File: src/pxr_pkg.sv
// Package: register map, field positions and reset values of the extended status bank
package pxr_pkg;
  localparam logic [5:0]  IDX_CAP      = 6'h12;
  localparam logic [5:0]  IDX_ENTROPY  = 6'h13;
  localparam logic [5:0]  IDX_IRQ_MASK = 6'h1C;
  localparam logic [5:0]  IDX_IRQ_STAT = 6'h1D;
  localparam logic [5:0]  IDX_RING     = 6'h1E;
  localparam logic [5:0]  IDX_IRQ_CLR  = 6'h20;
  localparam logic [5:0]  IDX_RING_IN  = 6'h21;
  localparam logic [15:0] IRQ_BITS     = 16'h041F;
  localparam int          IRQ_MEM      = 10;
  localparam int          IRQ_SWITCH   = 4;
  localparam int          IRQ_EEE_LINK = 3;
  localparam int          IRQ_EEE_TQ   = 2;
  localparam int          IRQ_EEE_TS   = 1;
  localparam int          IRQ_EEE_WAKE = 0;
  localparam int          CAP_PTP      = 13;
  localparam int          CAP_HIPREC   = 9;
  localparam int          RING_START   = 15;
  localparam int          RING_ADV     = 14;
  localparam int          RING_LP_ADV  = 13;
  localparam int          RING_FORCE   = 12;
  localparam int          RING_ROLE_LO = 4;
  localparam int          RING_GO      = 0;
  localparam logic [15:0] RING_WMASK   = 16'hD000;
  localparam logic [15:0] LFSR_SEED    = 16'hACE1;
  localparam logic [15:0] LFSR_TAPS    = 16'hB400;
  localparam logic [1:0]  ROLE_SLAVE   = 2'b00;
  localparam logic [1:0]  ROLE_TO_MSTR = 2'b10;
  localparam logic [1:0]  ROLE_MASTER  = 2'b11;
  localparam logic [1:0]  ROLE_TO_SLV  = 2'b01;
  localparam int          SWITCH_CYC   = 4;
  localparam logic [7:0]  CHIP_VARIANT = 8'h5A; // Arbitrary value
endpackage

File: src/pxr_regs.sv
// Extended capability, entropy, interrupt and ring failover registers on APB
// What this block does
// - Capability bit 13 reads one when time protocol operation is supported.
// - Capability bit 9 reads high-precision timestamp support; writes ignored.
// - Entropy register returns fresh random bits on 15:0.
// - Mask bits 10,4..0 enable events, reset zero, survive soft reset.
// - Status bits 10,4..0 read one while pending, read-only, clear on read.
// - Status bits 3..0: link fail, quiet timer, sleep timer, wake error.
// - Status bit 10 pends on memory integrity ring event.
// - Status bit 4 pends when role switchover finishes.
// - Role field 5:4: 00 slave, 10 to master, 11 master, 01 to slave.
// - Only at first link-up does steady role take autonegotiation outcome.
// - Writing bit 0 starts a switchover and self-clears; only when idle.
// - Bit 12 forces failover; bit 14 advertises; bit 15 startup master.
// - Bit 13 shows link partner failover advertisement, reset zero.
//
// The APB slave port was left to the implementer.
`timescale 1ns/1ps
module pxr_regs #(
  parameter bit         PTP_CAPABLE    = 1'b1,
  parameter bit         HIPREC_CAPABLE = 1'b1,
  parameter logic [7:0] VARIANT_CODE   = pxr_pkg::CHIP_VARIANT // Arbitrary value
) (
  input  wire logic        pclk,
  input  wire logic        presetn,
  input  wire logic        soft_reset,
  input  wire logic        psel,
  input  wire logic        penable,
  input  wire logic        pwrite,
  input  wire logic [31:0] paddr,
  input  wire logic [31:0] pwdata,
  input  wire logic [3:0]  pstrb,
  output logic      [31:0] prdata,
  output logic             pready,
  output logic             pslverr,
  input  wire logic        eee_link_fail,
  input  wire logic        eee_rx_quiet_exp,
  input  wire logic        eee_rx_sleep_exp,
  input  wire logic        eee_wake_err,
  input  wire logic        mem_ring_event,
  input  wire logic        link_up,
  input  wire logic        aneg_master,
  input  wire logic        link_partner_adv,
  output logic             ring_failover_force,
  output logic             ring_failover_adv,
  output logic             ring_failover_start_master,
  output logic             irq
);
  typedef enum logic [1:0] {
    ROLE_SLV_S  = pxr_pkg::ROLE_SLAVE,
    ROLE_UP_S   = pxr_pkg::ROLE_TO_MSTR,
    ROLE_MST_S  = pxr_pkg::ROLE_MASTER,
    ROLE_DOWN_S = pxr_pkg::ROLE_TO_SLV
  } pxr_role_t;

  typedef struct packed {
    logic [15:0] mask;
    logic [15:0] stat;
    logic [15:0] lfsr;
    logic [15:0] ring;
    pxr_role_t   role;
    logic        linked;
    logic [2:0]  sw_cnt;
    logic        lp_adv;
    logic [31:0] rdata;
    logic        slverr;
  } pxr_state_t;

  pxr_state_t s_q;
  pxr_state_t s_d;

  function automatic logic hit(input logic [31:0] a, input logic [5:0] idx);
    hit = (a[31:2] == {24'h000000, idx}) && (a[1:0] == 2'b00);
  endfunction

  function automatic logic in_switch(input pxr_role_t r);
    in_switch = (r == ROLE_UP_S) || (r == ROLE_DOWN_S);
  endfunction

  logic        setup_ph;
  logic        wr_acc;
  logic        rd_acc;
  logic        full_lanes;
  logic        sel_cap;
  logic        sel_ent;
  logic        sel_mask;
  logic        sel_stat;
  logic        sel_ring;
  logic        sel_clr;
  logic        sel_spare;
  logic        mapped;
  logic        sw_done;
  logic        go_ok;
  logic        linked_nxt;
  logic [2:0]  cnt_nxt;
  logic [15:0] ev;
  logic [15:0] cap;
  logic [15:0] ring_view;
  logic [15:0] rd_word;
  logic [15:0] lfsr_nxt;
  logic [15:0] mask_nxt;
  logic [15:0] stat_nxt;
  logic [15:0] ring_nxt;
  pxr_role_t   role_nxt;

  assign setup_ph   = psel && !penable;
  assign wr_acc     = psel && penable && pwrite;
  assign rd_acc     = psel && penable && !pwrite;
  assign full_lanes = (pstrb[1:0] == 2'b11);
  assign sel_cap    = hit(paddr, pxr_pkg::IDX_CAP);
  assign sel_ent    = hit(paddr, pxr_pkg::IDX_ENTROPY);
  assign sel_mask   = hit(paddr, pxr_pkg::IDX_IRQ_MASK);
  assign sel_stat   = hit(paddr, pxr_pkg::IDX_IRQ_STAT);
  assign sel_ring   = hit(paddr, pxr_pkg::IDX_RING);
  assign sel_clr    = hit(paddr, pxr_pkg::IDX_IRQ_CLR);
  assign sel_spare  = hit(paddr, pxr_pkg::IDX_RING_IN);
  assign mapped     = sel_cap || sel_ent || sel_mask || sel_stat
                      || sel_ring || sel_clr || sel_spare;
  assign sw_done    = in_switch(s_q.role)
                      && (s_q.sw_cnt == 3'(pxr_pkg::SWITCH_CYC - 1));
  assign go_ok      = !in_switch(s_q.role) && !s_q.ring[pxr_pkg::RING_GO];
  // Always ready: read data is captured in the setup phase and stands in the access phase
  assign pready     = 1'b1;
  assign prdata     = s_q.rdata;
  assign pslverr    = s_q.slverr;

  always_comb begin
    cap = 16'h0000;
    cap[pxr_pkg::CAP_PTP] = PTP_CAPABLE;
    cap[pxr_pkg::CAP_HIPREC] = HIPREC_CAPABLE;
    cap[7:0] = VARIANT_CODE;
    ev = 16'h0000;
    ev[pxr_pkg::IRQ_EEE_LINK] = eee_link_fail;
    ev[pxr_pkg::IRQ_EEE_TQ] = eee_rx_quiet_exp;
    ev[pxr_pkg::IRQ_EEE_TS] = eee_rx_sleep_exp;
    ev[pxr_pkg::IRQ_EEE_WAKE] = eee_wake_err;
    ev[pxr_pkg::IRQ_MEM] = mem_ring_event;
    ev[pxr_pkg::IRQ_SWITCH] = sw_done;
  end

  // Ring register as software sees it
  always_comb begin
    ring_view = s_q.ring;
    ring_view[pxr_pkg::RING_LP_ADV] = s_q.lp_adv;
    ring_view[pxr_pkg::RING_ROLE_LO +: 2] = s_q.role;
  end

  // Read multiplexer, unmapped words read zero
  always_comb begin
    rd_word = 16'h0000;
    if (sel_cap) begin
      rd_word = cap;
    end else if (sel_ent) begin
      rd_word = s_q.lfsr;
    end else if (sel_mask) begin
      rd_word = s_q.mask;
    end else if (sel_stat) begin
      rd_word = s_q.stat;
    end else if (sel_ring) begin
      rd_word = ring_view;
    end
  end

  // Entropy source steps on every clock
  always_comb begin
    lfsr_nxt = s_q.lfsr >> 1;
    if (s_q.lfsr[0]) begin
      lfsr_nxt = lfsr_nxt ^ pxr_pkg::LFSR_TAPS;
    end
  end

  // Mask survives soft reset
  always_comb begin
    mask_nxt = s_q.mask;
    if (wr_acc && full_lanes && sel_mask) begin
      mask_nxt = pwdata[15:0] & pxr_pkg::IRQ_BITS;
    end
  end

  // Status read clears only the bits it returned; a new event wins over a clear but not over soft reset
  always_comb begin
    stat_nxt = s_q.stat;
    if (rd_acc && sel_stat) begin
      stat_nxt = s_q.stat & ~s_q.rdata[15:0];
    end
    if (wr_acc && full_lanes && sel_clr) begin
      stat_nxt = s_q.stat & ~pwdata[15:0];
    end
    stat_nxt = stat_nxt | (ev & pxr_pkg::IRQ_BITS);
    if (soft_reset) begin
      stat_nxt = 16'h0000;
    end
  end

  // Ring controls; the start bit lives one cycle
  always_comb begin
    ring_nxt = s_q.ring;
    ring_nxt[pxr_pkg::RING_GO] = 1'b0;
    if (wr_acc && full_lanes && sel_ring) begin
      ring_nxt = pwdata[15:0] & pxr_pkg::RING_WMASK;
      ring_nxt[pxr_pkg::RING_GO] = pwdata[pxr_pkg::RING_GO] && go_ok;
    end
    if (soft_reset) begin
      ring_nxt[pxr_pkg::RING_GO] = 1'b0;
    end
  end

  // Timing role machine
  always_comb begin
    role_nxt = s_q.role;
    cnt_nxt = s_q.sw_cnt;
    linked_nxt = s_q.linked || link_up;
    unique case (s_q.role)
      ROLE_SLV_S: begin
        if (s_q.ring[pxr_pkg::RING_GO]) begin
          role_nxt = ROLE_UP_S;
        end else if (link_up && !s_q.linked && aneg_master) begin
          role_nxt = ROLE_MST_S;
        end
      end
      ROLE_UP_S: begin
        cnt_nxt = s_q.sw_cnt + 3'h1;
        if (sw_done) begin
          role_nxt = ROLE_MST_S;
          cnt_nxt = 3'h0;
        end
      end
      ROLE_MST_S: begin
        if (s_q.ring[pxr_pkg::RING_GO]) begin
          role_nxt = ROLE_DOWN_S;
        end else if (link_up && !s_q.linked && !aneg_master) begin
          role_nxt = ROLE_SLV_S;
        end
      end
      ROLE_DOWN_S: begin
        cnt_nxt = s_q.sw_cnt + 3'h1;
        if (sw_done) begin
          role_nxt = ROLE_SLV_S;
          cnt_nxt = 3'h0;
        end
      end
    endcase
    if (soft_reset) begin
      role_nxt = ROLE_SLV_S;
      cnt_nxt = 3'h0;
      linked_nxt = s_q.linked;
    end
  end

  // Next state; read data and error are taken at the setup edge
  always_comb begin
    s_d = s_q;
    s_d.mask = mask_nxt;
    s_d.stat = stat_nxt;
    s_d.lfsr = lfsr_nxt;
    s_d.ring = ring_nxt;
    s_d.role = role_nxt;
    s_d.linked = linked_nxt;
    s_d.sw_cnt = cnt_nxt;
    s_d.lp_adv = link_partner_adv;
    s_d.slverr = 1'b0;
    if (setup_ph) begin
      s_d.slverr = !mapped;
      if (!pwrite) begin
        s_d.rdata = {16'h0000, rd_word};
      end
    end
  end

  always_ff @(posedge pclk or negedge presetn) begin
    if (!presetn) begin
      s_q <= '{mask:   16'h0000,
               stat:   16'h0000,
               lfsr:   pxr_pkg::LFSR_SEED,
               ring:   16'h0000,
               role:   ROLE_SLV_S,
               linked: 1'b0,
               sw_cnt: 3'h0,
               lp_adv: 1'b0,
               rdata:  32'h0000_0000,
               slverr: 1'b0};
    end else begin
      s_q <= s_d;
    end
  end

  assign ring_failover_force = s_q.ring[pxr_pkg::RING_FORCE];
  assign ring_failover_adv = s_q.ring[pxr_pkg::RING_ADV];
  assign ring_failover_start_master = s_q.ring[pxr_pkg::RING_START];
  assign irq = |(s_q.stat & s_q.mask);
endmodule // pxr_regs

File: config.mk
export PLATFORM = sky130hd
export DESIGN_NAME = pxr_regs
export DESIGN_NICKNAME = d
export VERILOG_FILES = /design/src/pxr_pkg.sv /design/src/pxr_regs.sv
export SDC_FILE = /design/constraint.sdc
export NUM_CORES = 1
export LEC_CHECK = 0
export BUFFER_PORTS_ARGS = -buffer_cell sky130_fd_sc_hd__buf_2
export CAP_MARGIN = 20
export CORE_MARGIN = 3
export CORE_UTILIZATION = 50
export DETAILED_ROUTE_END_ITERATION = 8
export PLACE_DENSITY = 0.8
export SLEW_MARGIN = 20
export SYNTH_ARGS = -nofsm -noshare
export SYNTH_HDL_FRONTEND = slang
export SYNTH_SLANG_ARGS = --single-unit
File: constraint.sdc
create_clock -name pclk -period 2.3 [get_ports pclk]
set_input_delay 0.115 -clock pclk [delete_from_list [all_inputs] [get_ports pclk]]
set_output_delay 0.115 -clock pclk [all_outputs]
set_load 0.01 [all_outputs]
Yosys cells after proc, flatten, opt, wreduce, memory -nomap -nowiden:

Cells that the tools add are included.

* flip-flop bits (word level): 66

* reduce and logical (&&, ||, !) cells: 44
* bitwise operators: 8
* muxes and demuxes: 23
* eq/ne operators: 16
* add/sub/neg operators: 1

Operator list (count)
* 30-bit by 5-bit equality test with 1-bit output (second input constant): 5
* 16-bit two-way mux: 9
* 30-bit by 6-bit equality test with 1-bit output (second input constant): 2
* 16-bit AND: 2
* 16-bit inverter: 2
* 1-bit logical AND: 22
* 16-bit by 11-bit AND with 16-bit output: 1
* 16-bit by 11-bit bitwise OR with 16-bit output: 1
* 16-bit OR reduction: 1
* 2-bit two-way mux: 7
* 3-bit two-way mux: 3
* 1-bit logical OR: 8
* 4-bit inequality test (second input constant): 2
* 2-bit one-hot mux with 4 select lines: 1
* 1-bit logical NOT: 7
* 2-bit equality test (second input constant): 3
* 3-bit inequality test (second input constant): 2
* 2-bit logical NOT: 2
* 3-bit inverter with 4-bit output: 1
* 4-bit AND reduction: 1
* 3-bit by 1-bit adder with 3-bit output (second input constant): 1
* 3-bit by 2-bit equality test with 1-bit output (second input constant): 1
* 1-bit two-way mux: 3
* 2-bit by 1-bit equality test with 1-bit output (second input constant): 1
* other kinds (4): 4

Longest topological paths before layout:

Gate-level depths: netlist of the first run.

* word-level depth: 10
* gate-level depth with buffers: 7
* depth with buffers taken out: 7

Least setup slack after synthesis of the first run:

No wires, ideal clock.

* kind: input to register
* start point: in paddr[22]
* end point: reg s_q[77] in the netlist's numbering
* buffers on the path: 0
* setup slack: 0.444 ns
* stages on the path: 5
* library setup time: 0.149 ns
* arrival time: 1.707 ns
* path through: nor4_2 -> nand4_2 -> nor4_4 -> nor3b_4 -> a221oi_1

* word-level cells in the longest chain between the ends: 7
* elaborated cells on any way between the ends: 10
* classes of those cells: eq/ne: 2; mux: 3; bitwise: 1; reduce/logical: 4

RTL lines
* from (decl): RTL line pxr_regs.sv:30 `input wire logic [31:0] paddr,`
* 30-bit by 5-bit equality test with 1-bit output: RTL line pxr_regs.sv:73 `hit = (a[31:2] == {24'h000000, idx}) && (a[1:0] == 2'b00);`
* 1-bit logical AND: RTL line pxr_regs.sv:73
* 1-bit logical AND: RTL line pxr_regs.sv:183 `if (rd_acc && sel_stat) begin`
* 16-bit two-way mux: RTL line pxr_regs.sv:183
* 16-bit two-way mux (*): RTL line pxr_regs.sv:186 `if (wr_acc && full_lanes && sel_clr) begin`
* 16-bit by 11-bit bitwise OR with 16-bit output (*): RTL line pxr_regs.sv:189 `stat_nxt = stat_nxt | (ev & pxr_pkg::IRQ_BITS);`
* 16-bit two-way mux (*): RTL line pxr_regs.sv:190 `if (soft_reset) begin`
* to (signal assigned): RTL line pxr_regs.sv:272 `s_q <= '{mask: 16'h0000,`
* to (decl): RTL line pxr_regs.sv:69 `pxr_state_t s_q;`

Every way passes the cells marked *; elsewhere a longest branch is shown, timed or not.
A chain may end at the register's enable or synchronous reset.

Worst setup path after layout of the first run:

* start point: reg s_q, in the netlist ring_view[5]
* end point: reg s_q, in the netlist ring_view[4]

* word-level cells in the longest chain between the ends: 5
* elaborated cells on any way between the ends: 13
* classes of those cells: eq/ne: 7; mux: 2; reduce/logical: 4

RTL lines
* 2-bit equality test or 2-bit by 1-bit equality test with 1-bit output (tied branches): RTL line pxr_regs.sv:77, pxr_regs.sv:213
* 1-bit logical OR: RTL line pxr_regs.sv:77 `in_switch = (r == ROLE_UP_S) || (r == ROLE_DOWN_S);`
* 1-bit logical AND: RTL line pxr_regs.sv:120 `&& (s_q.sw_cnt == 3'(pxr_pkg::SWITCH_CYC - 1));`
* 3-bit inequality test (no line)
* 4-bit AND reduction (no line)

Parallel ways exist; a longest one is shown, timed or not.

==> results.ini, run 1 <==
[status]
run_status = finished clean

[die]
die_h_um = 89.1
floorplan.rows = 29
design.core.area_sq_um = 6530
die_width_um = 89.1
io_pins = 120
floorplan.die_area_sq_um = 7930
start_util_pct = 52.8

[cts]
clockRootBuffer = clkbuf_8
post_cts.repair.setup_buffers = 0
cts.reportedPaths.clkPinSlew_ns = 0.07
tritoncts_clock_tree = yes
clk_latency_ns = 0.35
cts_inserted_buffers = 9
cts.sinks = 66
clock_tree.htree_level_count = 3
cts_buffer_depth = 2

[logic_synthesis]
synthArstFlopShare_pct = 100
ys_seq_area_share_pct = 48.2
synth_enable_flop_cells = 0
netlist_area_sq_um = 3450
synthFlopType = dfrtp_1
yosys_warnings = 0
postSynthAreaPerCell_sq_um = 10.4
synth_instances = 332
synth-seq-cells = 66
yosys.cell_types.count = 52

[placement]
gp_congestion = 0.904
portBuffers = 84
detailedPlacementHpwl_um = 6130
place_ws_ns = 0.231

[global_route]
grt_remaining_overflow = 0
first_pass_grt_wire_length_um = 13800
grt_util_all_layers_pct = 22.7
first_global_vias = 2828
grt_antenna_before_repair = 0
largest_net_degree_at_the_start_of_global_routing = 45

[worst_setup_path]
worstPathRequired_ns = 2.53
setup.worst_path.start_class = flop
setup.worst_path.class = reg -> reg
critPathCaptureType = flop
worst-path-max-fanout = 6
worst-endpoint-arrival_ns = 2.17

[sta]
finalMaxSlewViolations = 0
period_share_pct = 84.3
post_route_worst_setup_slack_ns = 0.361
fin_worst_hold_slack_ns = 0.0101
maxClockFrequency_mhz = 516
timing.clock.skew_ns = 0.0145
timing.final.crit_period_ns = 1.94
setup_viol = 0
timing.slew.headroom_pct = 46.0
rsz_0062_raised_after_global_routing = false
max_slew.worst_pin.slew_ns = 0.809
timing.setup.tns_ns = 0
timing_hold_violations_final = 0

[detailed_routing]
via_count = 2960
drt-total-wl_um = 8520
post_drt_via_cell_ratio = 5.80
drt_first_pass_iters = 4
routed_wire_length_per_instance_um = 16.7
initialDrtViolationCount = 231
antenna_violating_nets_post_route = 0
route.detailed.drc = 0

[power_and_ir_drop]
internal_power_mw = 2.12
power.net_switching_mw = 0.744
leakage_nw = 2.01
vdd_ir_drop_max_uv = 424
sw_frac_of_total_pct = 26.0
p_comb_share_pct = 14.5
powerDensity_nw_per_um2 = 673
power_frac_clock_pct = 41.4
power.share.sequential_pct = 44.1

[layout]
post-route-util_pct = 65.0
nets = 515
area.growth.synth_to_final_pct = 23.1
final_layout_size_suffix_gt1_share_pct = 34.2
n_antenna_cell = 0

[min_path]
min_path_type = in -> reg

[flow_run]
drv_cap = 0

[worst max-delay path: stages (launching register included)]
cell	delay, ns
dfrtp_1	0.49
inv_1	0.13
ha_1	0.38
nand2_1	0.11
o22ai_1	0.16
o31a_1	0.22
a21oi_1	0.08
a311oi_1	0.26
[final cells by class]
cell class | count | area [sq um]
Timing Repair Buffer | 112 | 683
Clock buffer | 9 | 124
Tap cell | 77 | 96.3
Clock inverter | 7 | 116
Sequential cell | 66 | 1660
Fill cell | 518 | 2280
Inverter | 5 | 18.8
Multi-Input combinational cell | 234 | 1550
[kinds of logic after synthesis]
| logic type | Yosys count | synth area share, % |
|---|---|---|
| adders and majority gates | 5 | 1.81 |
| other | 2 | 0.218 |
| buffers and inverters | 47 | 8.78 |
| muxes | 16 | 5.04 |
| and+or+nand+nor | 120 | 20.1 |
| xor gates and xnor gates | 3 | 0.762 |
| DFF | 66 | 48.2 |
| AOI/OAI and AO/OA | 73 | 15.2 |
[power groups by stage]
stage                     sequential (mW)  clock, mW  combinational, mW
after global placement               1.28          0              0.378
after global routing                 1.27       1.25              0.464
after CTS                            1.26       1.20              0.416
final                                1.26       1.18              0.416
after detailed placement             1.28          0              0.394
after floorplan                      1.27          0              0.280
[layer usage]
layer | vias to the layer above | track usage [%] | share of wire, %
li1 | 1367 | - | -
met1 | 1401 | 30.9 | 43
met2 | 167 | 35.1 | 46
met3 | 25 | 6.54 | 8.6
met4 | 0 | 7.71 | 2.7
met5 | - | 0 | 0
[cell usage after synthesis (3+ instances only)]
cell type | instances | area [sq um]
dfrtp_1 | 58 | 1450
nand2_1 | 40 | 150
buf_4 | 33 | 248
nor2_1 | 20 | 75.1
a21oi_1 | 14 | 70.1
a221oi_1 | 11 | 96.3
mux2_2 | 11 | 124
nor3_1 | 11 | 55.1
a22o_1 | 8 | 70.1
a31oi_1 | 8 | 50.1
dfstp_2 | 8 | 210
nand3_1 | 8 | 40.0
nor4_2 | 8 | 100
a22oi_1 | 7 | 52.6
clkbuf_1 | 7 | 26.3
o21ai_0 | 6 | 30.0
ha_1 | 5 | 62.6
inv_1 | 5 | 18.8
mux2i_1 | 5 | 50.1
nand4_1 | 4 | 25.0
nor2b_1 | 4 | 25.0
a21o_1 | 3 | 22.5
a32o_1 | 3 | 30.0
and2_1 | 3 | 18.8
and3_1 | 3 | 18.8
nor4b_1 | 3 | 26.3
xor2_1 | 3 | 26.3
[cells in the final DEF (no fill, tap or decap), types with 6 or more instances in the layout]
| cell | instances |
|---|---|
| buf_2 | 84 |
| dfrtp_1 | 58 |
| nand2_1 | 40 |
| nor2_1 | 20 |
| conb_1 | 17 |
| dlygate4sd3_1 | 16 |
| a21oi_1 | 14 |
| a221oi_1 | 11 |
| mux2_2 | 11 |
| buf_4 | 11 |
| nor3_1 | 10 |
| clkbuf_8 | 9 |
| nor4_2 | 8 |
| nand3_1 | 8 |
| a22o_1 | 8 |
| a31oi_1 | 8 |
| dfstp_2 | 8 |
| a22oi_1 | 7 |
| o21ai_0 | 6 |
[flip-flops by register name, indices dropped and copies added, names as in the netlist]
register                    count
prdata                         16
s_q                            42
ring_failover_adv               1
pslverr                         1
ring_view                       4
ring_failover_force             1
ring_failover_start_master      1
[repair_timing]
action                    4_1_cts  5_1_grt
hold endpoints to repair       34        0
gates resized for setup         0        0
hold buffers                   16        0
[worst paths after layout]
path	startpoint	to	slack, ns	depth (start not counted)
setup reg to reg	ring_view[5]$_DFFE_PN0P_	ring_view[4]$_DFFE_PN0P_	0.36	7
hold reg to reg	s_q[63]$_DFF_PN1_	s_q[62]$_DFF_PN1_	0.38	0
max in group asynchronous	presetn	s_q[61]$_DFF_PN1_	1.33	3
min in group asynchronous	presetn	ring_view[13]$_DFF_PN0_	0.29	2
setup / recovery	ring_view[5]$_DFFE_PN0P_	ring_view[4]$_DFFE_PN0P_	0.36	7
hold / removal	eee_wake_err	s_q[72]$_DFF_PN0_	0.01	2
[stage by stage]
stage	cells	instance area [sq um]	power, mW
after CTS	510	4250	2.87
after global placement	478	3850	1.66
after global routing	510	4250	2.98
final	510	4250	2.86
after detailed placement	478	3850	1.67
after floorplan	347	3510	1.55
Note: power is estimated with default switching activity, not from simulation.
==> run 2, diff against run 1 <==
--- a/config.mk
+++ b/config.mk
@@ -5,12 +5,13 @@
 export SDC_FILE = /design/constraint.sdc
 export NUM_CORES = 1
 export LEC_CHECK = 0
+export ABC_AREA = 1
 export BUFFER_PORTS_ARGS = -buffer_cell sky130_fd_sc_hd__buf_2
 export CAP_MARGIN = 20
 export CORE_MARGIN = 3
-export CORE_UTILIZATION = 50
+export CORE_UTILIZATION = 47
 export DETAILED_ROUTE_END_ITERATION = 8
-export PLACE_DENSITY = 0.8
+export PLACE_DENSITY = 0.77
 export SLEW_MARGIN = 20
 export SYNTH_ARGS = -nofsm -noshare
 export SYNTH_HDL_FRONTEND = slang
==> constraint.sdc (replaced) <==
create_clock -name pclk -period 1.7 [get_ports pclk]
set_input_delay 0.085 -clock pclk [delete_from_list [all_inputs] [get_ports pclk]]
set_output_delay 0.085 -clock pclk [all_outputs]
set_load 0.01 [all_outputs]
==> results.ini, run 2 <==
[status]
run_status = finished clean

[logic_synthesis]
synth_area_leader_cell = dfrtp_1
yosys-top-cells-area = dfrtp_1, nand2_1, nand3_1, buf_4, inv_1
synthArstFlopShare_pct = 100  ; unchanged
synth-seq-cells = 66  ; unchanged
yosys_warnings = 0  ; unchanged
synthMostInstantiatedCell = nand2_1
synth_enable_flop_cells = 0  ; unchanged
yosys.cell_types.count = 37  ; -29%
synthFlopType = dfrtp_1
yosys-top-cells-count = nand2_1, inv_1, dfrtp_1, nand3_1, nor2_1
netlist_area_sq_um = 4000  ; +16%
yosys.area.top_type_share_pct = 36.3  ; -5.8 points
synth_instances = 519  ; +56%
ys_seq_area_share_pct = 41.5  ; -6.7 points
postSynthAreaPerCell_sq_um = 7.71  ; -26%

[cts]
clockRootBuffer = clkbuf_8
post_cts.repair.setup_buffers = 0  ; unchanged
clock_tree.htree_level_count = 3  ; unchanged
tritoncts_clock_tree = yes
clk_latency_ns = 0.33  ; -0.02 ns
cts.sinks = 66  ; unchanged
cts.reportedPaths.clkPinSlew_ns = 0.07  ; about the same
cts_buffer_depth = 2  ; unchanged
cts_inserted_buffers = 9  ; unchanged

[layout]
layout.cells.most_common = nand2_1
n_antenna_cell = 0  ; unchanged
largest_register_ffs = 42  ; unchanged
largest-register = s_q
final_cell_mix = nand2_1, buf_2, inv_1
final_layout_size_suffix_gt1_share_pct = 27.1  ; -7.1 points
area.growth.synth_to_final_pct = 19.5
nets = 698  ; +36%

[sta]
period_share_pct = 90.5
maxClockFrequency_mhz = 650
max_slew.worst_pin.slew_ns = 0.581  ; -0.227 ns
timing.setup.tns_ns = 0  ; unchanged
setup_viol = 0  ; unchanged
timing.final.crit_period_ns = 1.54
timing.slew.headroom_pct = 61.2  ; +15 points
timing.clock.skew_ns = 0.0107  ; -0.00380 ns
finalMaxSlewViolations = 0  ; unchanged
rsz_0062_raised_after_global_routing = false
timing_hold_violations_final = 0  ; unchanged

[worst_setup_path]
worst-path-max-fanout = 3  ; -3
worst-endpoint-arrival_ns = 1.45  ; -0.72 ns
setup.worst_path.start_class = flop
worstPathRequired_ns = 1.62  ; -0.91 ns
crit-reg2reg-launch = ring_view[4]$_DFFE_PN0P_
critPathCaptureType = output pin
timing.reg2reg.worst_path_depth = 8  ; +1
reg2reg_to = ring_view[4]$_DFFE_PN0P_
regToRegSetupSlack_ns = 0.17  ; -0.19 ns
setup.worst_path.class = reg -> out

[global_route]
largest_net_degree_at_the_start_of_global_routing = 67  ; +49%
grt_util_all_layers_pct = 22.1  ; -0.64 points
first_global_vias = 3715  ; +31%
first_pass_grt_wire_length_um = 17400  ; +26%
grt_antenna_before_repair = 0  ; unchanged
grt_remaining_overflow = 0  ; unchanged

[detailed_routing]
via_count = 3780  ; +28%
drt_first_pass_iters = 5  ; +1
route.detailed.drc = 0  ; unchanged
initialDrtViolationCount = 281  ; +22%
antenna_violating_nets_post_route = 0  ; unchanged
drt-total-wl_um = 10700  ; +25%
post_drt_via_cell_ratio = 5.24  ; -9.7%
routed_wire_length_per_instance_um = 14.8  ; -11%

[flow_run]
drv_cap = 0  ; unchanged

[power_and_ir_drop]
powerDensity_nw_per_um2 = 813  ; +21%
vdd_ir_drop_max_uv = 694  ; +63%
p_total_mw = 3.89  ; +36%
leakage_nw = 2.44  ; +21%

[die]
floorplan.rows = 33  ; +14%
die_width_um = 98.3  ; +10%
die_h_um = 98.3  ; +10%
start_util_pct = 48.5  ; -4.3 points
io_pins = 120  ; unchanged
design.core.area_sq_um = 8260  ; +26%
floorplan.die_area_sq_um = 9660  ; +22%

[placement]
detailedPlacementHpwl_um = 7680  ; +25%
gp_congestion = 0.877  ; -3.0%
portBuffers = 84  ; unchanged

[min_path]
min_path_type = in -> reg
hold_path_depth = 3  ; +1
worst_hold_startpoint = eee_wake_err
min_to = s_q[72]$_DFF_PN0_

## run 2: cell types whose count changed after synthesis, sizes merged, moves of 8 or more
cell    before  now
a31oi        8    0
nor2        20   52
nand4        6   26
inv          5   63
o21ai        6   27
or2          2   10
a221oi      11    1
nand3        8   58
nor4        11    1
nand2       40  130
## run 2: cells by family after synthesis
group,count (synthesis),synth area share [%]
and+or+nand+nor,284,33.8
muxes,5,1.87
buffers and inverters,109,14.0
other,2,0.188
adders and majority gates,5,1.56
DFF,66,41.5
AOI/OAI and AO/OA,45,6.34
xor gates and xnor gates,3,0.656
## run 2: metrics by stage
step,hold slack [ns],area (sq um),std cells,util (%),worst slack [ns]
6_report,0.00899,4780,721,57.9,0.162
5_1_grt,0.00546,4780,721,57.9,0.0118
4_1_cts,0.000796,4760,720,57.6,0.105
3_5_place_dp,0.129,4440,696,53.8,0.0431
3_3_place_gp,0.124,4440,696,53.8,0.0766
2_1_floorplan,-0.211,4060,534,-,0.242
## run 2: layout make-up
class | instances | area, sq um
Clock buffer | 13 | 169
Clock inverter | 3 | 68.8
Fill cell | 748 | 3470
Inverter | 63 | 236
Multi-Input combinational cell | 359 | 1850
Sequential cell | 66 | 1660
Tap cell | 105 | 131
Timing Repair Buffer | 112 | 666
## run 2: worst max path at each step
stage                     slack [ns]  cells after the start                       end                startpoint
after global routing            0.01                      9  ring_view[4]$_DFFE_PN0P_  ring_view[4]$_DFFE_PN0P_
after floorplan                 0.24                      9  ring_view[4]$_DFFE_PN0P_  ring_view[4]$_DFFE_PN0P_
final                           0.16                      4                       irq       s_q[91]$_DFFE_PN0P_
after detailed placement        0.04                      9         s_q[75]$_DFF_PN0_                 paddr[31]
after global placement          0.08                     11     prdata[6]$_DFFE_PN0P_                  paddr[6]
after CTS                       0.10                      9  ring_view[4]$_DFFE_PN0P_  ring_view[5]$_DFFE_PN0P_
## run 2: worst max-delay path, cell delays in order, from the launching register on
cell and delay (ns):
dfrtp_1 0.40, a22o_1 0.24, a221oi_1 0.21, nand3_1 0.12, buf_2 0.16
## run 2: where the power goes
part           total [mW]  leakage [nW]  internal [mW]  switching (mW)
Sequential           1.69         0.861           1.64          0.0503
Clock                1.55         0.120          0.953           0.597
Combinational       0.647          1.46          0.274           0.373
Total                3.89          2.44           2.87            1.02
## run 2: layer usage
layer	global-route usage, %	part of all wire [%]	vias to the layer above
met5	0	0	-
met4	7.88	1.1	0
met3	5.07	6.2	12
met2	36.5	51	152
met1	28.5	42	1815
li1	-	-	1801
## run 2: what timing repair did
| action | 4_1_cts | 5_1_grt |
|---|---|---|
| resized for setup | 0 | 2 |
| hold endpoints to repair | 65 | 1 |
| hold buffers | 8 | 1 |
| setup endpoints to repair | 0 | 2 |
